$ cat src/design/sfd_consts.vh
// opcodes, command kinds and limits for the serial flash instruction decoder
`ifndef SFD_CONSTS_VH
`define SFD_CONSTS_VH
`define SFD_OP_WREN   8'h06
`define SFD_OP_WRVOL  8'h50
`define SFD_OP_WRDI   8'h04
`define SFD_OP_RDSR   8'h05
`define SFD_OP_WRSR   8'h01
`define SFD_OP_READ   8'h03
`define SFD_OP_FAST   8'h0B
`define SFD_OP_DOUT   8'h3B
`define SFD_OP_DIO    8'hBB
`define SFD_OP_PROG   8'h02
`define SFD_OP_SE4    8'h20
`define SFD_OP_BE32   8'h52
`define SFD_OP_BE64   8'hD8
`define SFD_OP_CE1    8'hC7
`define SFD_OP_CE2    8'h60
`define SFD_OP_PD     8'hB9
`define SFD_OP_RPD    8'hAB
`define SFD_OP_MFID   8'h90
`define SFD_OP_MFDIO  8'h92
`define SFD_OP_JID    8'h9F
`define SFD_OP_UID    8'h4B
`define SFD_K_NONE    4'h0
`define SFD_K_SIMPLE  4'h1
`define SFD_K_STAT    4'h2
`define SFD_K_WRST    4'h3
`define SFD_K_READ    4'h4
`define SFD_K_FAST    4'h5
`define SFD_K_DOUT    4'h6
`define SFD_K_DIO     4'h7
`define SFD_K_PROG    4'h8
`define SFD_K_ERASE   4'h9
`define SFD_K_RDPD    4'hA
`define SFD_K_MFID    4'hB
`define SFD_K_MFDIO   4'hC
`define SFD_K_JID     4'hD
`define SFD_K_UID     4'hE
`define SFD_LEN_BYTE  6'h08
`define SFD_LEN_ADDR  6'h18
`define SFD_LEN_ADDX  6'h20
`define SFD_PAGE_MAX  9'h100
`define SFD_IDX_MAX   4'hF
`endif

$ cat src/design/sfd_decoder.v
// serial flash instruction framing, decoding and read-back shifter
// Contract
// - 06h, 50h, 04h are lone opcode bytes
// - 05h repeats status byte while selected
// - 01h takes exactly one status byte
// - 03h, three address bytes, endless data
// - 0Bh adds one dummy byte, single line
// - 3Bh streams data on two lines
// - odd bits upper line, even bits lower
// - BBh takes address and mode on two lines
// - 02h, address, at most 256 data bytes
// - 20h, 52h, D8h take exactly three address bytes
// - C7h or 60h erase whole array
// - B9h sleeps, ABh wakes and returns identifier
// - identifier repeats until deselect
// - 90h answers manufacturer then device byte
// - 92h does the same over two lines
// - 9Fh returns manufacturer, type, capacity
// - 4Bh, four dummies, 64-bit unique identifier
// - every byte moves most significant first
// - select low frames, first byte is opcode
// - input sampled on serial clock rise
// - writes need whole bytes, reads need not
// - while busy only status read is taken
`timescale 1ns/1ns
`include "sfd_consts.vh"
module sfd_decoder #(
   parameter [7:0]  MFR_ID    = 8'hA5,                 // arbitrary value
   parameter [7:0]  DEV_ID    = 8'h5A,                 // arbitrary value
   parameter [7:0]  MEM_TYPE  = 8'h3C,                 // arbitrary value
   parameter [7:0]  CAPACITY  = 8'hC3,                 // arbitrary value
   parameter [63:0] UNIQUE_ID = 64'h0123_4567_89AB_CDEF // arbitrary value
) (
   input  wire        i_clk,
   input  wire        i_rst,
   input  wire        i_cs_n,
   input  wire        i_sclk,
   input  wire        i_dual_line_lower,
   input  wire        i_dual_line_upper,
   input  wire        i_busy,
   input  wire [7:0]  i_status,
   input  wire [7:0]  i_rd_data,
   output reg         o_dual_line_lower,
   output reg         o_dual_line_lower_oe,
   output reg         o_dual_line_upper,
   output reg         o_dual_line_upper_oe,
   output reg  [23:0] o_rd_addr,
   output reg         o_pg_wr,
   output reg  [7:0]  o_pg_data,
   output reg  [7:0]  o_pg_index,
   output reg         o_cmd_valid,
   output reg  [7:0]  o_cmd_op,
   output reg  [23:0] o_cmd_addr,
   output reg  [7:0]  o_cmd_wdata,
   output reg  [8:0]  o_cmd_count,
   output reg  [7:0]  o_mode_bits,
   output reg         o_power_down
);
   localparam [5:0] ST_OP   = 6'h01;
   localparam [5:0] ST_IN   = 6'h02;
   localparam [5:0] ST_WDAT = 6'h04;
   localparam [5:0] ST_OUT  = 6'h08;
   localparam [5:0] ST_DONE = 6'h10;
   localparam [5:0] ST_IGN  = 6'h20;

   reg  [2:0]  sclk_s_r;
   reg  [2:0]  cs_s_r;
   reg  [1:0]  lo_s_r;
   reg  [1:0]  up_s_r;
   reg  [5:0]  state_r;
   reg  [3:0]  kind_r;
   reg  [7:0]  op_r;
   reg  [31:0] sh_r;
   reg  [5:0]  cnt_r;
   reg  [2:0]  bcnt_r;
   reg         bad_r;
   reg         done_r;
   reg  [7:0]  wdata_r;
   reg  [8:0]  pgcnt_r;
   reg  [2:0]  pos_r;
   reg  [3:0]  idx_r;
   reg  [7:0]  obyte_r;
   reg  [3:0]  dec_k;
   reg  [7:0]  cur_byte;

   // opcode to command kind
   function [3:0] decode;
      input [7:0] op;
      begin
         case (op)
            `SFD_OP_WREN, `SFD_OP_WRVOL, `SFD_OP_WRDI: decode = `SFD_K_SIMPLE;
            `SFD_OP_CE1, `SFD_OP_CE2: decode = `SFD_K_SIMPLE;
            `SFD_OP_PD:    decode = `SFD_K_SIMPLE;
            `SFD_OP_RDSR:  decode = `SFD_K_STAT;
            `SFD_OP_WRSR:  decode = `SFD_K_WRST;
            `SFD_OP_READ:  decode = `SFD_K_READ;
            `SFD_OP_FAST:  decode = `SFD_K_FAST;
            `SFD_OP_DOUT:  decode = `SFD_K_DOUT;
            `SFD_OP_DIO:   decode = `SFD_K_DIO;
            `SFD_OP_PROG:  decode = `SFD_K_PROG;
            `SFD_OP_SE4, `SFD_OP_BE32, `SFD_OP_BE64: decode = `SFD_K_ERASE;
            `SFD_OP_RPD:   decode = `SFD_K_RDPD;
            `SFD_OP_MFID:  decode = `SFD_K_MFID;
            `SFD_OP_MFDIO: decode = `SFD_K_MFDIO;
            `SFD_OP_JID:   decode = `SFD_K_JID;
            `SFD_OP_UID:   decode = `SFD_K_UID;
            default:       decode = `SFD_K_NONE;
         endcase
      end
   endfunction

   // bits the host sends after the opcode
   function [5:0] plen;
      input [3:0] k;
      begin
         case (k)
            `SFD_K_WRST: plen = `SFD_LEN_BYTE;
            `SFD_K_READ, `SFD_K_PROG, `SFD_K_ERASE: plen = `SFD_LEN_ADDR;
            `SFD_K_RDPD, `SFD_K_MFID: plen = `SFD_LEN_ADDR;
            `SFD_K_FAST, `SFD_K_DOUT, `SFD_K_UID: plen = `SFD_LEN_ADDX;
            `SFD_K_DIO, `SFD_K_MFDIO: plen = `SFD_LEN_ADDX;
            default: plen = 6'h00;
         endcase
      end
   endfunction

   // address and mode arrive on both lines
   function dual_in;
      input [3:0] k;
      begin
         dual_in = (k == `SFD_K_DIO) || (k == `SFD_K_MFDIO);
      end
   endfunction

   // data leaves on both lines
   function dual_out;
      input [3:0] k;
      begin
         dual_out = dual_in(k) || (k == `SFD_K_DOUT);
      end
   endfunction

   // commands that change the array, status or power state and need whole bytes
   function is_wr;
      input [3:0] k;
      begin
         is_wr = (k == `SFD_K_SIMPLE) || (k == `SFD_K_WRST) ||
                 (k == `SFD_K_PROG) || (k == `SFD_K_ERASE);
      end
   endfunction

   // byte to shift out for read-back index idx
   function [7:0] pick;
      input [3:0] k;
      input [3:0] idx;
      reg   [63:0] tmp;
      begin
         tmp = UNIQUE_ID >> {3'd7 - idx[2:0], 3'b000};
         case (k)
            `SFD_K_STAT: pick = i_status;
            `SFD_K_READ, `SFD_K_FAST, `SFD_K_DOUT, `SFD_K_DIO: pick = i_rd_data;
            `SFD_K_RDPD: pick = DEV_ID;
            `SFD_K_MFID, `SFD_K_MFDIO: pick = idx[0] ? DEV_ID : MFR_ID;
            `SFD_K_JID: begin
               if (idx == 4'h0) begin
                  pick = MFR_ID;
               end else if (idx == 4'h1) begin
                  pick = MEM_TYPE;
               end else if (idx == 4'h2) begin
                  pick = CAPACITY;
               end else begin
                  pick = 8'h00;
               end
            end
            `SFD_K_UID: pick = idx[3] ? 8'h00 : tmp[7:0];
            default: pick = 8'h00;
         endcase
      end
   endfunction

   // synchronised pins and their edges
   wire        sclk_rise = sclk_s_r[1] & ~sclk_s_r[2];
   wire        sclk_fall = ~sclk_s_r[1] & sclk_s_r[2];
   wire        cs_act    = ~cs_s_r[1];
   wire        cs_rise   = cs_s_r[1] & ~cs_s_r[2];
   wire        lo_in     = lo_s_r[1];
   wire        up_in     = up_s_r[1];
   wire        din       = (state_r == ST_IN) && dual_in(kind_r);
   wire        dout      = dual_out(kind_r);
   // msb-first shift, odd bit on the upper line when dual
   wire [31:0] shn       = din ? {sh_r[29:0], up_in, lo_in} :
                                 {sh_r[30:0], lo_in};
   wire [5:0]  cntn      = cnt_r + (din ? 6'h02 : 6'h01);
   wire [2:0]  bcntn     = bcnt_r + (din ? 3'h2 : 3'h1);
   wire        last_bit  = dout ? (pos_r == 3'h1) : (pos_r == 3'h0);
   wire        commit    = is_wr(kind_r) && done_r && !bad_r &&
                           (bcnt_r == 3'h0);

   // opcode gating for power-down and busy
   always @* begin
      dec_k = decode(shn[7:0]);
      if (o_power_down && (shn[7:0] != `SFD_OP_RPD)) begin
         dec_k = `SFD_K_NONE;
      end
      if (i_busy && (shn[7:0] != `SFD_OP_RDSR)) begin
         dec_k = `SFD_K_NONE;
      end
   end

   // byte held for the current output position
   always @* begin
      cur_byte = (pos_r == 3'h7) ? pick(kind_r, idx_r) : obyte_r;
   end

   // pin synchronisers, two flops each, a third on clock and select for edges
   always @(posedge i_clk) begin
      if (i_rst) begin
         sclk_s_r <= 3'h0;
         cs_s_r   <= 3'h7;
         lo_s_r   <= 2'h0;
         up_s_r   <= 2'h0;
      end else begin
         sclk_s_r <= {sclk_s_r[1:0], i_sclk};
         cs_s_r   <= {cs_s_r[1:0], i_cs_n};
         lo_s_r   <= {lo_s_r[0], i_dual_line_lower};
         up_s_r   <= {up_s_r[0], i_dual_line_upper};
      end
   end

   // instruction framing, decode, capture and shift-out
   always @(posedge i_clk) begin
      if (i_rst) begin
         state_r              <= ST_OP;
         kind_r               <= `SFD_K_NONE;
         op_r                 <= 8'h00;
         sh_r                 <= 32'h0000_0000;
         cnt_r                <= 6'h00;
         bcnt_r               <= 3'h0;
         bad_r                <= 1'b0;
         done_r               <= 1'b0;
         wdata_r              <= 8'h00;
         pgcnt_r              <= 9'h000;
         pos_r                <= 3'h7;
         idx_r                <= 4'h0;
         obyte_r              <= 8'h00;
         o_dual_line_lower    <= 1'b0;
         o_dual_line_lower_oe <= 1'b0;
         o_dual_line_upper    <= 1'b0;
         o_dual_line_upper_oe <= 1'b0;
         o_rd_addr            <= 24'h00_0000;
         o_pg_wr              <= 1'b0;
         o_pg_data            <= 8'h00;
         o_pg_index           <= 8'h00;
         o_cmd_valid          <= 1'b0;
         o_cmd_op             <= 8'h00;
         o_cmd_addr           <= 24'h00_0000;
         o_cmd_wdata          <= 8'h00;
         o_cmd_count          <= 9'h000;
         o_mode_bits          <= 8'h00;
         o_power_down         <= 1'b0;
      end else begin
         o_cmd_valid <= 1'b0;
         o_pg_wr     <= 1'b0;
         if (!cs_act) begin
            // deselect ends the frame and rearms for an opcode
            if (cs_rise && commit) begin
               o_cmd_valid <= 1'b1;
               o_cmd_op    <= op_r;
               o_cmd_addr  <= o_rd_addr;
               o_cmd_wdata <= wdata_r;
               o_cmd_count <= pgcnt_r;
               if (op_r == `SFD_OP_PD) begin
                  o_power_down <= 1'b1;
               end
            end
            state_r              <= ST_OP;
            kind_r               <= `SFD_K_NONE;
            cnt_r                <= 6'h00;
            bcnt_r               <= 3'h0;
            bad_r                <= 1'b0;
            done_r               <= 1'b0;
            pgcnt_r              <= 9'h000;
            pos_r                <= 3'h7;
            idx_r                <= 4'h0;
            o_dual_line_lower_oe <= 1'b0;
            o_dual_line_upper_oe <= 1'b0;
         end else if (sclk_rise) begin
            sh_r   <= shn;
            bcnt_r <= bcntn;
            case (state_r)
               ST_OP: begin
                  cnt_r <= cntn;
                  if (cntn == `SFD_LEN_BYTE) begin
                     cnt_r  <= 6'h00;
                     op_r   <= shn[7:0];
                     kind_r <= dec_k;
                     if (dec_k == `SFD_K_RDPD) begin
                        o_power_down <= 1'b0;
                     end
                     if (dec_k == `SFD_K_NONE) begin
                        state_r <= ST_IGN;
                     end else if (plen(dec_k) != 6'h00) begin
                        state_r <= ST_IN;
                     end else if (is_wr(dec_k)) begin
                        done_r  <= 1'b1;
                        state_r <= ST_DONE;
                     end else begin
                        state_r <= ST_OUT;
                     end
                  end
               end
               ST_IN: begin
                  cnt_r <= cntn;
                  if (cntn == plen(kind_r)) begin
                     cnt_r   <= 6'h00;
                     done_r  <= 1'b1;
                     wdata_r <= shn[7:0];
                     if (plen(kind_r) == `SFD_LEN_ADDR) begin
                        o_rd_addr <= shn[23:0];
                     end else begin
                        o_rd_addr <= shn[31:8];
                     end
                     if (dual_in(kind_r)) begin
                        o_mode_bits <= shn[7:0];
                     end
                     if (kind_r == `SFD_K_PROG) begin
                        state_r <= ST_WDAT;
                     end else if (is_wr(kind_r)) begin
                        state_r <= ST_DONE;
                     end else begin
                        state_r <= ST_OUT;
                     end
                  end
               end
               ST_WDAT: begin
                  cnt_r <= cntn;
                  if (cntn == `SFD_LEN_BYTE) begin
                     cnt_r <= 6'h00;
                     if (pgcnt_r != `SFD_PAGE_MAX) begin
                        o_pg_wr    <= 1'b1;
                        o_pg_data  <= shn[7:0];
                        o_pg_index <= pgcnt_r[7:0];
                        pgcnt_r    <= pgcnt_r + 9'h001;
                     end
                  end
               end
               ST_DONE: begin
                  bad_r <= 1'b1;
               end
               default: begin
               end
            endcase
         end else if (sclk_fall && (state_r == ST_OUT)) begin
            // drive on the falling edge, msb first
            obyte_r              <= cur_byte;
            o_dual_line_upper    <= cur_byte[pos_r];
            o_dual_line_upper_oe <= 1'b1;
            if (dout) begin
               o_dual_line_lower    <= cur_byte[pos_r - 3'h1];
               o_dual_line_lower_oe <= 1'b1;
            end
            if (last_bit) begin
               pos_r     <= 3'h7;
               o_rd_addr <= o_rd_addr + 24'h00_0001;
               if (idx_r != `SFD_IDX_MAX) begin
                  idx_r <= idx_r + 4'h1;
               end
            end else begin
               pos_r <= pos_r - (dout ? 3'h2 : 3'h1);
            end
         end
      end
   end
endmodule

$ cat config.mk
export PLATFORM = sky130hd
export DESIGN_NAME = sfd_decoder
export DESIGN_NICKNAME = d
export VERILOG_FILES = /design/src/design/sfd_decoder.v
export VERILOG_INCLUDE_DIRS = /design/src /design/src/design
export SDC_FILE = /design/constraint.sdc
export NUM_CORES = 1
export LEC_CHECK = 0
export BUFFER_PORTS_ARGS = -buffer_cell sky130_fd_sc_hd__clkbuf_2
export CAP_MARGIN = 40
export CORE_MARGIN = 5
export CORE_UTILIZATION = 60
export DETAILED_ROUTE_END_ITERATION = 12
export PLACE_DENSITY = 0.83
export REMOVE_ABC_BUFFERS = 1
export SYNTH_ARGS = -nofsm -noshare
export SYNTH_HDL_FRONTEND = slang
export SYNTH_SLANG_ARGS = --single-unit
$ cat constraint.sdc
create_clock -name i_clk -period 6.5 [get_ports i_clk]
set_clock_uncertainty 0.15 [all_clocks]
set_input_delay 1.3 -clock i_clk [delete_from_list [all_inputs] [get_ports i_clk]]
set_output_delay 1.3 -clock i_clk [all_outputs]
set_load 0.1 [all_outputs]
==> run_summary.xml, run 1 <==
<?xml version="1.0" encoding="UTF-8"?>
<metrics>
  <group name="yosys">
    <metric name="asyncSetResetFlopFracSynth" unit="%">0</metric>
    <metric name="synth.yosys.seq_area_share" unit="%">37.9</metric>
    <metric name="synth_seq_cells" unit="">209</metric>
    <metric name="synth_edf_count" unit="">0</metric>
    <metric name="simple_gate_fraction_of_synth_area" unit="%">28.4</metric>
    <metric name="synth.largest_area_cell" unit="">dfxtp_1</metric>
    <metric name="synth.top_cells.by_area" unit="">dfxtp_1 (38%), nand2_1 (9.1%), a21oi_1 (6.3%)</metric>
    <metric name="synthesis.area" unit="sq um">11000</metric>
    <metric name="syn_avg_cell_area" unit="sq um">7.63</metric>
    <metric name="synth_mux_area_share" unit="%">3.93</metric>
    <metric name="dominantRegCellSynth" unit="">dfxtp_1</metric>
    <metric name="synth_top_family_by_area" unit="">simple AND/OR/NAND/NOR gates</metric>
    <metric name="synth_warnings" unit="">0</metric>
    <metric name="synth_cell_types" unit="">83</metric>
    <metric name="synth_compound_gate_area_share" unit="%">20.7</metric>
    <metric name="synthDominantCellAreaShare" unit="%">37.9</metric>
    <metric name="yosys.area_share.xor_xnor" unit="%">1.77</metric>
    <metric name="synthesis.instances" unit="">1447</metric>
    <metric name="adder_and_majority_cell_fraction_of_the_synthesized_area" unit="%">2.24</metric>
  </group>
  <group name="cells_and_area">
    <metric name="layout_commonest_cell" unit="">nand2_1</metric>
    <metric name="nets" unit="">1540</metric>
    <metric name="most_frequent_cells_in_the_layout" unit="">nand2_1 (267), dfxtp_1 (209), nor2_1 (161)</metric>
    <metric name="final-seq-area" unit="sq um">4180</metric>
    <metric name="final_layout_size_suffix_gt1_share" unit="%">14.1</metric>
    <metric name="final_core_utilization" unit="%">69.5</metric>
    <metric name="layout.cells.non_filler" unit="">1744</metric>
    <metric name="syn2layout_area_growth" unit="%">13.5</metric>
    <metric name="num-fill-cells" unit="">1510</metric>
    <metric name="multi_input_area" unit="sq um">6320</metric>
  </group>
  <group name="setup_path">
    <metric name="worst_ep_required_time" unit="ns">6.73</metric>
    <metric name="r2r_end" unit="">o_rd_addr[23]</metric>
    <metric name="slowest_delay" unit="ns">0.81</metric>
    <metric name="path_max_fanout" unit="">24</metric>
    <metric name="path_depth" unit="">14</metric>
    <metric name="timing.critical_path.slowest_stage_cell" unit="">dfxtp_1</metric>
    <metric name="worst-r2r-cell-count" unit="">14</metric>
    <metric name="critical_path_arrival" unit="ns">5.65</metric>
    <metric name="cp-startpoint" unit="">kind_r[3]</metric>
    <metric name="worstPathCellList" unit="">nor3b_1, o21bai_1, and3_1, inv_1, ha_1, fa_1, xor2_1, nor3_1, o211a_1, and4_1, a21o_1, a21bo_2, a22oi_1, nor2_1</metric>
    <metric name="reg2reg_slack" unit="ns">1.08</metric>
    <metric name="critical_path.endpoint_type" unit="">flip-flop</metric>
    <metric name="critPathLaunchType" unit="">flip-flop</metric>
    <metric name="critical_path.endpoint" unit="">o_rd_addr[23]</metric>
    <metric name="crit_family" unit="">simple AND/OR/NAND/NOR gates</metric>
    <metric name="timing.rr.start" unit="">kind_r[3]</metric>
    <metric name="cp.buffers_inverters" unit="">1</metric>
    <metric name="worst-setup-path-type" unit="">flip-flop to flip-flop</metric>
  </group>
  <group name="clocking">
    <metric name="clk_pin_slew_worst_paths" unit="ns">0.06</metric>
    <metric name="tritoncts_clock_tree" unit="">done</metric>
    <metric name="cts_max_level" unit="">1</metric>
    <metric name="post_cts_resize_count" unit="">0</metric>
    <metric name="cts.root.buffer_cell" unit="">clkbuf_16</metric>
    <metric name="clock_insertion_delay_worst_skew" unit="ns">0.51</metric>
    <metric name="count_of_clock_tree_sinks" unit="">209</metric>
    <metric name="numCtsBuffers" unit="">22</metric>
    <metric name="max-clock-path-buffers" unit="">3</metric>
    <metric name="holdBufCountCts" unit="">0</metric>
    <metric name="post-cts-setup-buffer-count" unit="">0</metric>
  </group>
  <group name="timing">
    <metric name="slew_headroom" unit="%">35.4</metric>
    <metric name="finalHoldViolCount" unit="">0</metric>
    <metric name="finalSetupViolCount" unit="">0</metric>
    <metric name="max_slew_violations" unit="">0</metric>
    <metric name="setup_repair_after_global_routing_missed_its_margin" unit="">no</metric>
    <metric name="fin_crit_period" unit="ns">5.42</metric>
    <metric name="share_of_the_cycle_needed_by_the_critical_path_after_routing" unit="%">83.4</metric>
    <metric name="worst-slew-pin-transition" unit="ns">0.968</metric>
    <metric name="setup-tns-final" unit="ns">0</metric>
    <metric name="max_freq" unit="MHz">184</metric>
  </group>
  <group name="global_routing">
    <metric name="grt_use_total" unit="%">25.6</metric>
    <metric name="grt_first_pass_wirelength" unit="um">48100</metric>
    <metric name="globalRouteOverflowTotal" unit="">0</metric>
    <metric name="grt_antenna_before_repair" unit="">0</metric>
    <metric name="first_global_vias" unit="">9888</metric>
    <metric name="largest_net_degree_at_the_start_of_global_routing" unit="">79</metric>
  </group>
  <group name="routing">
    <metric name="detail_route.vias_per_cell" unit="">6.15</metric>
    <metric name="detail_route.wirelength" unit="um">28900</metric>
    <metric name="firstDrtPassIters" unit="">5</metric>
    <metric name="drtAntennaViolNets" unit="">0</metric>
    <metric name="via_count" unit="">10728</metric>
    <metric name="average_detailed_routed_wire_length_per_instance" unit="um">16.6</metric>
    <metric name="drcViolationCount" unit="">0</metric>
    <metric name="dr.first_iter.drc_count" unit="">900</metric>
  </group>
  <group name="hold_path">
    <metric name="min_from" unit="">cs_s_r[0]</metric>
    <metric name="hold_path_class" unit="">flip-flop to flip-flop</metric>
  </group>
  <group name="floorplan">
    <metric name="core_area" unit="sq um">18000</metric>
    <metric name="chipWidth" unit="um">146</metric>
    <metric name="fp.dieH" unit="um">146</metric>
    <metric name="std_cell_rows" unit="">49</metric>
    <metric name="fp.dieArea" unit="sq um">21200</metric>
    <metric name="design.portCount" unit="">127</metric>
    <metric name="floorplan.initialDensity" unit="%">61.3</metric>
  </group>
  <group name="outcome">
    <metric name="outcome" unit="">finished, final reports clean</metric>
  </group>
  <group name="power_and_ir_drop">
    <metric name="cellLeakagePower" unit="nW">4.68</metric>
    <metric name="ir_drop" unit="mV">0.256</metric>
    <metric name="power-per-cell-area" unit="nW/um^2">221</metric>
    <metric name="totalPowerFinal" unit="mW">2.77</metric>
  </group>
  <group name="place">
    <metric name="placed_cells_incl_taps" unit="">1704</metric>
    <metric name="dp_hpwl" unit="um">19000</metric>
    <metric name="routabilityCongestion" unit="">0.913</metric>
    <metric name="port_buffers" unit="">126</metric>
  </group>
  <group name="job">
    <metric name="max_cap_violations" unit="">0</metric>
  </group>
</metrics>
==> stage by stage <==
stage	hold WS [ns]	setup WS [ns]	area, sq um
floorplan	0.239	1.41	10600
global placement	0.245	1.58	11600
detailed placement	0.248	1.24	11700
CTS	0.267	1.17	12500
global route	0.280	0.738	12500
finish	0.264	1.08	12500
==> Yosys cell counts, types with 8 or more instances <==
cell,instances
mux2_2,9
nor2b_1,16
ha_1,15
nor4b_1,10
nand3_1,49
buf_2,13
nor4_1,9
a311oi_1,23
clkbuf_1,92
nor3_1,29
nor2_1,162
buf_1,9
nand3b_1,12
a211oi_1,51
and3_1,17
dfxtp_1,209
nand2b_1,9
nand4_1,22
a31oi_1,10
o31ai_1,10
a22oi_1,11
a21oi_1,138
xor2_1,9
mux2i_1,31
or3_1,8
inv_1,25
xnor2_1,8
nand2_1,267
o21ai_0,43
==> power by group <==
part           switching (mW)  total [mW]  internal [mW]
logic                  0.0501      0.0739         0.0237
registers             0.00884        1.29           1.29
clock network           0.523        1.40          0.880
total                   0.582        2.77           2.19
==> worst reg2reg max path: stages, from the launching register on <==
cell and delay (ns):
dfxtp_1 0.81, nor3b_1 0.42, o21bai_1 0.20, and3_1 0.32, inv_1 0.15, ha_1 0.24
fa_1 0.43, xor2_1 0.16, nor3_1 0.26, o211a_1 0.24, and4_1 0.71, a21o_1 0.66
a21bo_2 0.30, a22oi_1 0.19, nor2_1 0.06
==> state kept, by name, indices dropped and copies added, names as in the netlist, 9 cells and up, named ones only <==
register / count
o_rd_addr: 24
pgcnt_r: 9
o_cmd_count: 9
o_cmd_addr: 24
sh_r: 31
==> cell type report <==
class | count | share of cell area (%)
Inverter | 26 | 0.779
Tap cell | 229 | 2.29
Multi-Input combinational cell | 1096 | 50.5
Timing Repair Buffer | 144 | 6.51
Clock buffer | 30 | 5.36
Clock inverter | 9 | 1.19
Sequential cell | 209 | 33.4
Antenna cell | 1 | 0.0200
==> metal layers <==
layer	vias up	routed length [um]	global-route usage, %
met2	384	13500	42.1
met1	5045	12800	35.2
met3	54	2100	4.76
li1	5245	-	-
met5	-	0	0
met4	0	532	5.97
==> cells by family (layout without fill, tap and decap cells) <==
logic type	count (synthesis)	count (layout)
buf+inv	142	209
compound gates	355	355
other cells	0	1
mux	41	41
flops	209	209
simple gates	663	663
fa+ha+maj	18	18
xor+xnor	19	19
==> worst min path at each step <==
stage	cells after the start	end
final	1	cs_s_r[1]
after global routing	1	cs_s_r[1]
after CTS	1	cs_s_r[1]
after detailed placement	1	cs_s_r[1]
after global placement	1	cs_s_r[1]
after floorplan	1	cs_s_r[1]
Power figures use the tool's default switching activity.
==> run 2: changes to the inputs <==
--- a/config.mk
+++ b/config.mk
@@ -9,9 +9,9 @@
 export BUFFER_PORTS_ARGS = -buffer_cell sky130_fd_sc_hd__clkbuf_2
 export CAP_MARGIN = 40
 export CORE_MARGIN = 5
-export CORE_UTILIZATION = 60
+export CORE_UTILIZATION = 53
 export DETAILED_ROUTE_END_ITERATION = 12
-export PLACE_DENSITY = 0.83
+export PLACE_DENSITY = 0.77
 export REMOVE_ABC_BUFFERS = 1
 export SYNTH_ARGS = -nofsm -noshare
 export SYNTH_HDL_FRONTEND = slang
==> constraint.sdc (replaced) <==
create_clock -name i_clk -period 4.5 [get_ports i_clk]
set_clock_uncertainty 0.15 [all_clocks]
set_input_delay 0.9 -clock i_clk [delete_from_list [all_inputs] [get_ports i_clk]]
set_output_delay 0.9 -clock i_clk [all_outputs]
set_load 0.1 [all_outputs]
==> run 2 against run 1 <==
Net effect:
- hold slack improved by 0.0049 ns
- non-clock buffer count increased by 9
- sequential power increased by 45%
- wire length decreased by 0.22%
- combinational power increased by 47%
==> run_summary.xml, run 2 (synthesized netlist as in run 1, its figures left out) <==
<?xml version="1.0" encoding="UTF-8"?>
<metrics>
  <group name="setup_path">
    <metric name="path_max_fanout" unit="">16</metric>
    <metric name="worst_ep_required_time" unit="ns">4.80</metric>
    <metric name="path_depth" unit="">14</metric>
    <metric name="timing.critical_path.slowest_stage_cell" unit="">fa_1</metric>
    <metric name="crit_family" unit="">simple AND/OR/NAND/NOR gates</metric>
    <metric name="worst-setup-path-type" unit="">flip-flop to flip-flop</metric>
    <metric name="critical_path_arrival" unit="ns">4.40</metric>
    <metric name="critPathLaunchType" unit="">flip-flop</metric>
    <metric name="worstPathCellList" unit="">nor3b_1, o21bai_1, and3_1, inv_1, ha_1, fa_1, xor2_1, nor3_1, o2111a_1, nand3_1, nand3b_1, a21oi_1, and2_1, a21o_1</metric>
    <metric name="slowest_delay" unit="ns">0.42</metric>
    <metric name="worst-r2r-cell-count" unit="">14</metric>
    <metric name="cp.buffers_inverters" unit="">1</metric>
    <metric name="critical_path.endpoint_type" unit="">flip-flop</metric>
  </group>
  <group name="floorplan">
    <metric name="fp.dieArea" unit="sq um">23800</metric>
    <metric name="floorplan.initialDensity" unit="%">54.2</metric>
    <metric name="design.portCount" unit="">127</metric>
    <metric name="chipWidth" unit="um">154</metric>
    <metric name="fp.dieH" unit="um">154</metric>
    <metric name="core_area" unit="sq um">20400</metric>
    <metric name="std_cell_rows" unit="">52</metric>
  </group>
  <group name="power_and_ir_drop">
    <metric name="totalPowerFinal" unit="mW">3.79</metric>
    <metric name="cellLeakagePower" unit="nW">4.68</metric>
    <metric name="ir_drop" unit="mV">0.274</metric>
    <metric name="power-per-cell-area" unit="nW/um^2">301</metric>
  </group>
  <group name="clocking">
    <metric name="count_of_clock_tree_sinks" unit="">209</metric>
    <metric name="cts.root.buffer_cell" unit="">clkbuf_16</metric>
    <metric name="clk_pin_slew_worst_paths" unit="ns">0.06</metric>
    <metric name="clock_insertion_delay_worst_skew" unit="ns">0.50</metric>
    <metric name="max-clock-path-buffers" unit="">3</metric>
    <metric name="tritoncts_clock_tree" unit="">done</metric>
    <metric name="numCtsBuffers" unit="">23</metric>
    <metric name="cts_max_level" unit="">1</metric>
  </group>
  <group name="cells_and_area">
    <metric name="syn2layout_area_growth" unit="%">13.9</metric>
    <metric name="nets" unit="">1550</metric>
    <metric name="layout_commonest_cell" unit="">nand2_1</metric>
    <metric name="registers.top_by_ff_count" unit="">sh_r</metric>
    <metric name="layout.cells.non_filler" unit="">1791</metric>
    <metric name="largest_register_ffs" unit="">31</metric>
    <metric name="antennaDiodeCount" unit="">0</metric>
    <metric name="final_layout_size_suffix_gt1_share" unit="%">14.5</metric>
    <metric name="largest_regs" unit="">sh_r x31, o_cmd_addr x24, o_rd_addr x24</metric>
    <metric name="most_frequent_cells_in_the_layout" unit="">nand2_1 (266), dfxtp_1 (207), nor2_1 (161)</metric>
  </group>
  <group name="timing">
    <metric name="share_of_the_cycle_needed_by_the_critical_path_after_routing" unit="%">91.1</metric>
    <metric name="finalSetupViolCount" unit="">0</metric>
    <metric name="slew_headroom" unit="%">39.4</metric>
    <metric name="max_freq" unit="MHz">244</metric>
    <metric name="fin_crit_period" unit="ns">4.10</metric>
    <metric name="worst-slew-pin-transition" unit="ns">0.909</metric>
    <metric name="finalHoldViolCount" unit="">0</metric>
    <metric name="max_slew_violations" unit="">0</metric>
    <metric name="setup_repair_after_global_routing_missed_its_margin" unit="">no</metric>
  </group>
  <group name="job">
    <metric name="max_cap_violations" unit="">0</metric>
  </group>
  <group name="routing">
    <metric name="detail_route.vias_per_cell" unit="">5.95</metric>
    <metric name="dr.first_iter.drc_count" unit="">795</metric>
    <metric name="drcViolationCount" unit="">0</metric>
    <metric name="firstDrtPassIters" unit="">5</metric>
    <metric name="met1_length" unit="um">13200</metric>
    <metric name="met3_wirelength" unit="um">2000</metric>
    <metric name="met2WireLength" unit="um">13100</metric>
    <metric name="top_layer" unit="">met4</metric>
    <metric name="via_count" unit="">10656</metric>
    <metric name="detail_route.wirelength" unit="um">28900</metric>
    <metric name="average_detailed_routed_wire_length_per_instance" unit="um">16.1</metric>
    <metric name="drtAntennaViolNets" unit="">0</metric>
  </group>
  <group name="place">
    <metric name="placed_cells_incl_taps" unit="">1754</metric>
    <metric name="port_buffers" unit="">126</metric>
    <metric name="dp_hpwl" unit="um">19400</metric>
    <metric name="routabilityCongestion" unit="">0.944</metric>
  </group>
  <group name="global_routing">
    <metric name="first_global_vias" unit="">9775</metric>
    <metric name="grt_first_pass_wirelength" unit="um">48400</metric>
    <metric name="grt_antenna_before_repair" unit="">0</metric>
    <metric name="largest_net_degree_at_the_start_of_global_routing" unit="">89</metric>
    <metric name="globalRouteOverflowTotal" unit="">0</metric>
    <metric name="grt_use_total" unit="%">23.3</metric>
  </group>
  <group name="outcome">
    <metric name="outcome" unit="">finished, final reports clean</metric>
  </group>
  <group name="hold_path">
    <metric name="whs_path_depth" unit="">1</metric>
    <metric name="hold_path_class" unit="">flip-flop to flip-flop</metric>
  </group>
</metrics>
-- run 2: layout make-up --
class,count,area (sq um)
Multi-Input combinational cell,1096,6330
Inverter,26,97.6
Tap cell,270,338
Sequential cell,209,4190
Clock inverter,4,47.5
Clock buffer,33,673
Timing Repair Buffer,153,902
Fill cell,1827,7790
-- run 2: worst paths after layout --
check / start / to / slack (ns)
min reg2reg: cs_s_r[0] / cs_s_r[1] / 0.27
min: cs_s_r[0] / cs_s_r[1] / 0.27
max reg2reg: kind_r[0] / flip-flop / 0.40
max: kind_r[0] / flip-flop / 0.40
-- run 2: power breakdown --
part           internal, mW  total, mW  switching, mW
logic                0.0359      0.109         0.0730
clock network          1.08       1.81          0.723
registers              1.86       1.87         0.0121
-- run 2: through the flow --
stage | utilization, % | hold slack [ns] | area (sq um) | TNS (ns) | setup slack, ns
2_1_floorplan | - | 0.239 | 10600 | -17.09 | -0.588
3_3_place_gp | 57.6 | 0.247 | 11700 | 0 | 0.409
3_5_place_dp | 58.2 | 0.256 | 11800 | 0 | 0.216
4_1_cts | 61.7 | 0.274 | 12600 | 0 | 0.209
5_1_grt | 61.7 | 0.298 | 12600 | 0 | 0.0237
6_report | 61.7 | 0.269 | 12600 | 0 | 0.401
-- run 2: metal layers --
| layer | global-route usage (%) | vias up |
|---|---|---|
| met1 | 33.3 | 4966 |
| met3 | 3.38 | 46 |
| met5 | 0 | - |
| met2 | 37.0 | 383 |
| met4 | 5.89 | 0 |
| li1 | - | 5261 |
-- run 2: timing repair --
action                                  4_1_cts  5_1_grt
endpoints found under the setup margin        0       22
gates resized for setup                       0        3
buffers inserted                              0        0
hold buffers                                  0        0
==> run 3: changes to the inputs <==
--- a/config.mk
+++ b/config.mk
@@ -11,7 +11,7 @@
 export CORE_MARGIN = 5
 export CORE_UTILIZATION = 53
 export DETAILED_ROUTE_END_ITERATION = 12
-export PLACE_DENSITY = 0.77
+export PLACE_DENSITY_LB_ADDON = 0.25
 export REMOVE_ABC_BUFFERS = 1
 export SYNTH_ARGS = -nofsm -noshare
 export SYNTH_HDL_FRONTEND = slang
==> run 3 against run 2 <==
Net effect:
- worst setup slack gained 0.025 ns
- fmax grew 0.62%
- wire length shrank 1.9%
- clock-buffer cell count shrank 2
- global-route usage shrank 0.49 points
- power grew 1.7%
- non-clock buffer count is the same
- largest cell class unchanged
- register-to-register slack gained 0.03 ns
==> run_summary.xml, run 3 (synthesized netlist as in run 1, its figures left out) <==
<?xml version="1.0" encoding="UTF-8"?>
<metrics>
  <group name="place">
    <metric name="placed_cells_incl_taps" unit="">1754</metric>
    <metric name="dp_hpwl" unit="um">19200</metric>
    <metric name="dpl_worst_slack" unit="ns">0.310</metric>
    <metric name="port_buffers" unit="">126</metric>
    <metric name="routabilityCongestion" unit="">0.946</metric>
  </group>
  <group name="clocking">
    <metric name="post-cts-setup-buffer-count" unit="">0</metric>
    <metric name="cts_max_level" unit="">1</metric>
    <metric name="cts.root.buffer_cell" unit="">clkbuf_16</metric>
    <metric name="clk_pin_slew_worst_paths" unit="ns">0.06</metric>
    <metric name="clock_insertion_delay_worst_skew" unit="ns">0.51</metric>
    <metric name="max-clock-path-buffers" unit="">3</metric>
    <metric name="count_of_clock_tree_sinks" unit="">209</metric>
    <metric name="numCtsBuffers" unit="">23</metric>
    <metric name="tritoncts_clock_tree" unit="">done</metric>
  </group>
  <group name="cells_and_area">
    <metric name="multi_input_area" unit="sq um">6330</metric>
    <metric name="final_layout_size_suffix_gt1_share" unit="%">14.7</metric>
    <metric name="num-fill-cells" unit="">1830</metric>
    <metric name="registers.top_by_ff_count" unit="">sh_r</metric>
    <metric name="layout.cells.non_filler" unit="">1792</metric>
    <metric name="largest_register_ffs" unit="">31</metric>
    <metric name="nets" unit="">1550</metric>
    <metric name="final-seq-area" unit="sq um">4190</metric>
    <metric name="layout_commonest_cell" unit="">nand2_1</metric>
    <metric name="largest_regs" unit="">sh_r x31, o_cmd_addr x24, o_rd_addr x24</metric>
    <metric name="syn2layout_area_growth" unit="%">14.0</metric>
    <metric name="most_frequent_cells_in_the_layout" unit="">nand2_1 (266), dfxtp_1 (207), nor2_1 (161)</metric>
    <metric name="antennaDiodeCount" unit="">0</metric>
  </group>
  <group name="timing">
    <metric name="finalHoldViolCount" unit="">0</metric>
    <metric name="setup_slack" unit="ns">0.426</metric>
    <metric name="worst-slew-pin-transition" unit="ns">0.917</metric>
    <metric name="setup_repair_after_global_routing_missed_its_margin" unit="">no</metric>
    <metric name="max_freq" unit="MHz">245</metric>
    <metric name="max_slew_violations" unit="">0</metric>
    <metric name="share_of_the_cycle_needed_by_the_critical_path_after_routing" unit="%">90.5</metric>
    <metric name="setup-tns-final" unit="ns">0</metric>
    <metric name="slew_headroom" unit="%">38.8</metric>
    <metric name="fin_crit_period" unit="ns">4.07</metric>
    <metric name="finalSetupViolCount" unit="">0</metric>
  </group>
  <group name="hold_path">
    <metric name="hold_path_class" unit="">flip-flop to flip-flop</metric>
  </group>
  <group name="setup_path">
    <metric name="cp.buffers_inverters" unit="">1</metric>
    <metric name="critical_path.endpoint_type" unit="">flip-flop</metric>
    <metric name="slowest_delay" unit="ns">0.43</metric>
    <metric name="timing.critical_path.slowest_stage_cell" unit="">fa_1</metric>
    <metric name="worst-setup-path-type" unit="">flip-flop to flip-flop</metric>
    <metric name="crit_family" unit="">simple AND/OR/NAND/NOR gates</metric>
    <metric name="worst_ep_required_time" unit="ns">4.81</metric>
    <metric name="path_max_fanout" unit="">16</metric>
    <metric name="critical_path_arrival" unit="ns">4.38</metric>
    <metric name="worstPathCellList" unit="">nor3b_1, o21bai_1, and3_1, inv_1, ha_1, fa_1, xor2_1, nor3_1, o2111a_1, nand3_1, nand3b_1, a21oi_1, and2_1, a21o_1</metric>
    <metric name="critPathLaunchType" unit="">flip-flop</metric>
  </group>
  <group name="outcome">
    <metric name="outcome" unit="">finished, final reports clean</metric>
  </group>
  <group name="floorplan">
    <metric name="core_area" unit="sq um">20400</metric>
    <metric name="std_cell_rows" unit="">52</metric>
    <metric name="chipWidth" unit="um">154</metric>
    <metric name="design.portCount" unit="">127</metric>
    <metric name="fp.dieH" unit="um">154</metric>
    <metric name="floorplan.initialDensity" unit="%">54.2</metric>
    <metric name="fp.dieArea" unit="sq um">23800</metric>
  </group>
  <group name="job">
    <metric name="max_cap_violations" unit="">0</metric>
  </group>
  <group name="global_routing">
    <metric name="largest_net_degree_at_the_start_of_global_routing" unit="">90</metric>
    <metric name="grt_first_pass_wirelength" unit="um">47400</metric>
    <metric name="first_global_vias" unit="">9631</metric>
    <metric name="globalRouteOverflowTotal" unit="">0</metric>
    <metric name="grt_use_total" unit="%">22.8</metric>
    <metric name="grt_antenna_before_repair" unit="">1</metric>
  </group>
  <group name="routing">
    <metric name="average_detailed_routed_wire_length_per_instance" unit="um">15.8</metric>
    <metric name="drcViolationCount" unit="">0</metric>
    <metric name="firstDrtPassIters" unit="">5</metric>
    <metric name="dr.first_iter.drc_count" unit="">709</metric>
    <metric name="drtAntennaViolNets" unit="">0</metric>
    <metric name="detail_route.wirelength" unit="um">28300</metric>
    <metric name="via_count" unit="">10468</metric>
    <metric name="detail_route.vias_per_cell" unit="">5.84</metric>
  </group>
  <group name="power_and_ir_drop">
    <metric name="totalPowerFinal" unit="mW">3.85</metric>
    <metric name="cellLeakagePower" unit="nW">4.69</metric>
    <metric name="ir_drop" unit="mV">0.248</metric>
    <metric name="power-per-cell-area" unit="nW/um^2">306</metric>
  </group>
</metrics>
## run 3: cell count changes in the layout (fill, tap and decap cells not counted)
cell | previous run | this run
clkbuf_1 | 4 | 3
buf_4 | 21 | 23
clkinv_4 | 0 | 1
bufinv_16 | 1 | 2
clkbuf_8 | 6 | 5
buf_8 | 4 | 3
buf_6 | 1 | 0
clkinv_2 | 2 | 3
## run 3: repair_timing
| action | in CTS | in global routing |
|---|---|---|
| resized for setup | 0 | 3 |
| hold buffers | 0 | 0 |
| endpoints found under the setup margin | 0 | 19 |
## run 3: per-layer routing
metal	vias up	GRT usage, %	share of wire (%)
met4	2	5.09	1.5
met5	-	0	0.071
met1	4850	32.5	46
li1	5262	-	-
met2	311	36.0	45
met3	43	4.39	7.1
## run 3: cell type report
class	instances	share of cell area, %
well taps	270	2.68
inverters	26	0.775
clock inverters	7	0.726
clock buffers	31	5.21
repair buffers	153	7.08
flip-flops and latches	209	33.3
multi-input cells	1096	50.3
## run 3: power by group
group	switching, mW	internal, mW
combinational	0.0713	0.0370
sequential	0.0129	1.86
clock	0.743	1.13
## run 3: path summary, 6_finish.rpt
kind | from | to | slack (ns) | cells after the start
worst min register to register | cs_s_r[0] | cs_s_r[1] | 0.26 | 1
worst min-delay path | cs_s_r[0] | cs_s_r[1] | 0.26 | 1
worst max-delay path | kind_r[0] | flip-flop | 0.43 | 14
worst max register to register | kind_r[0] | flip-flop | 0.43 | 14
## run 3: worst reg2reg max path: cells and delay by family, from the launching register on
family	cells	cell delay [ns]
and+or+nand+nor	6	1.65
AOI/OAI and AO/OA	4	0.87
adders and majority gates	2	0.66
DFF	1	0.39
xor gates and xnor gates	1	0.16
buffers and inverters	1	0.13
## run 3: through the flow
stage                     hold slack (ns)  util, %  instance area [sq um]
after floorplan                     0.239        -                  10600
after global placement              0.247     57.7                  11700
after detailed placement            0.250     58.1                  11800
after CTS                           0.269     61.8                  12600
after global routing                0.273     61.8                  12600
final                               0.265     61.8                  12600
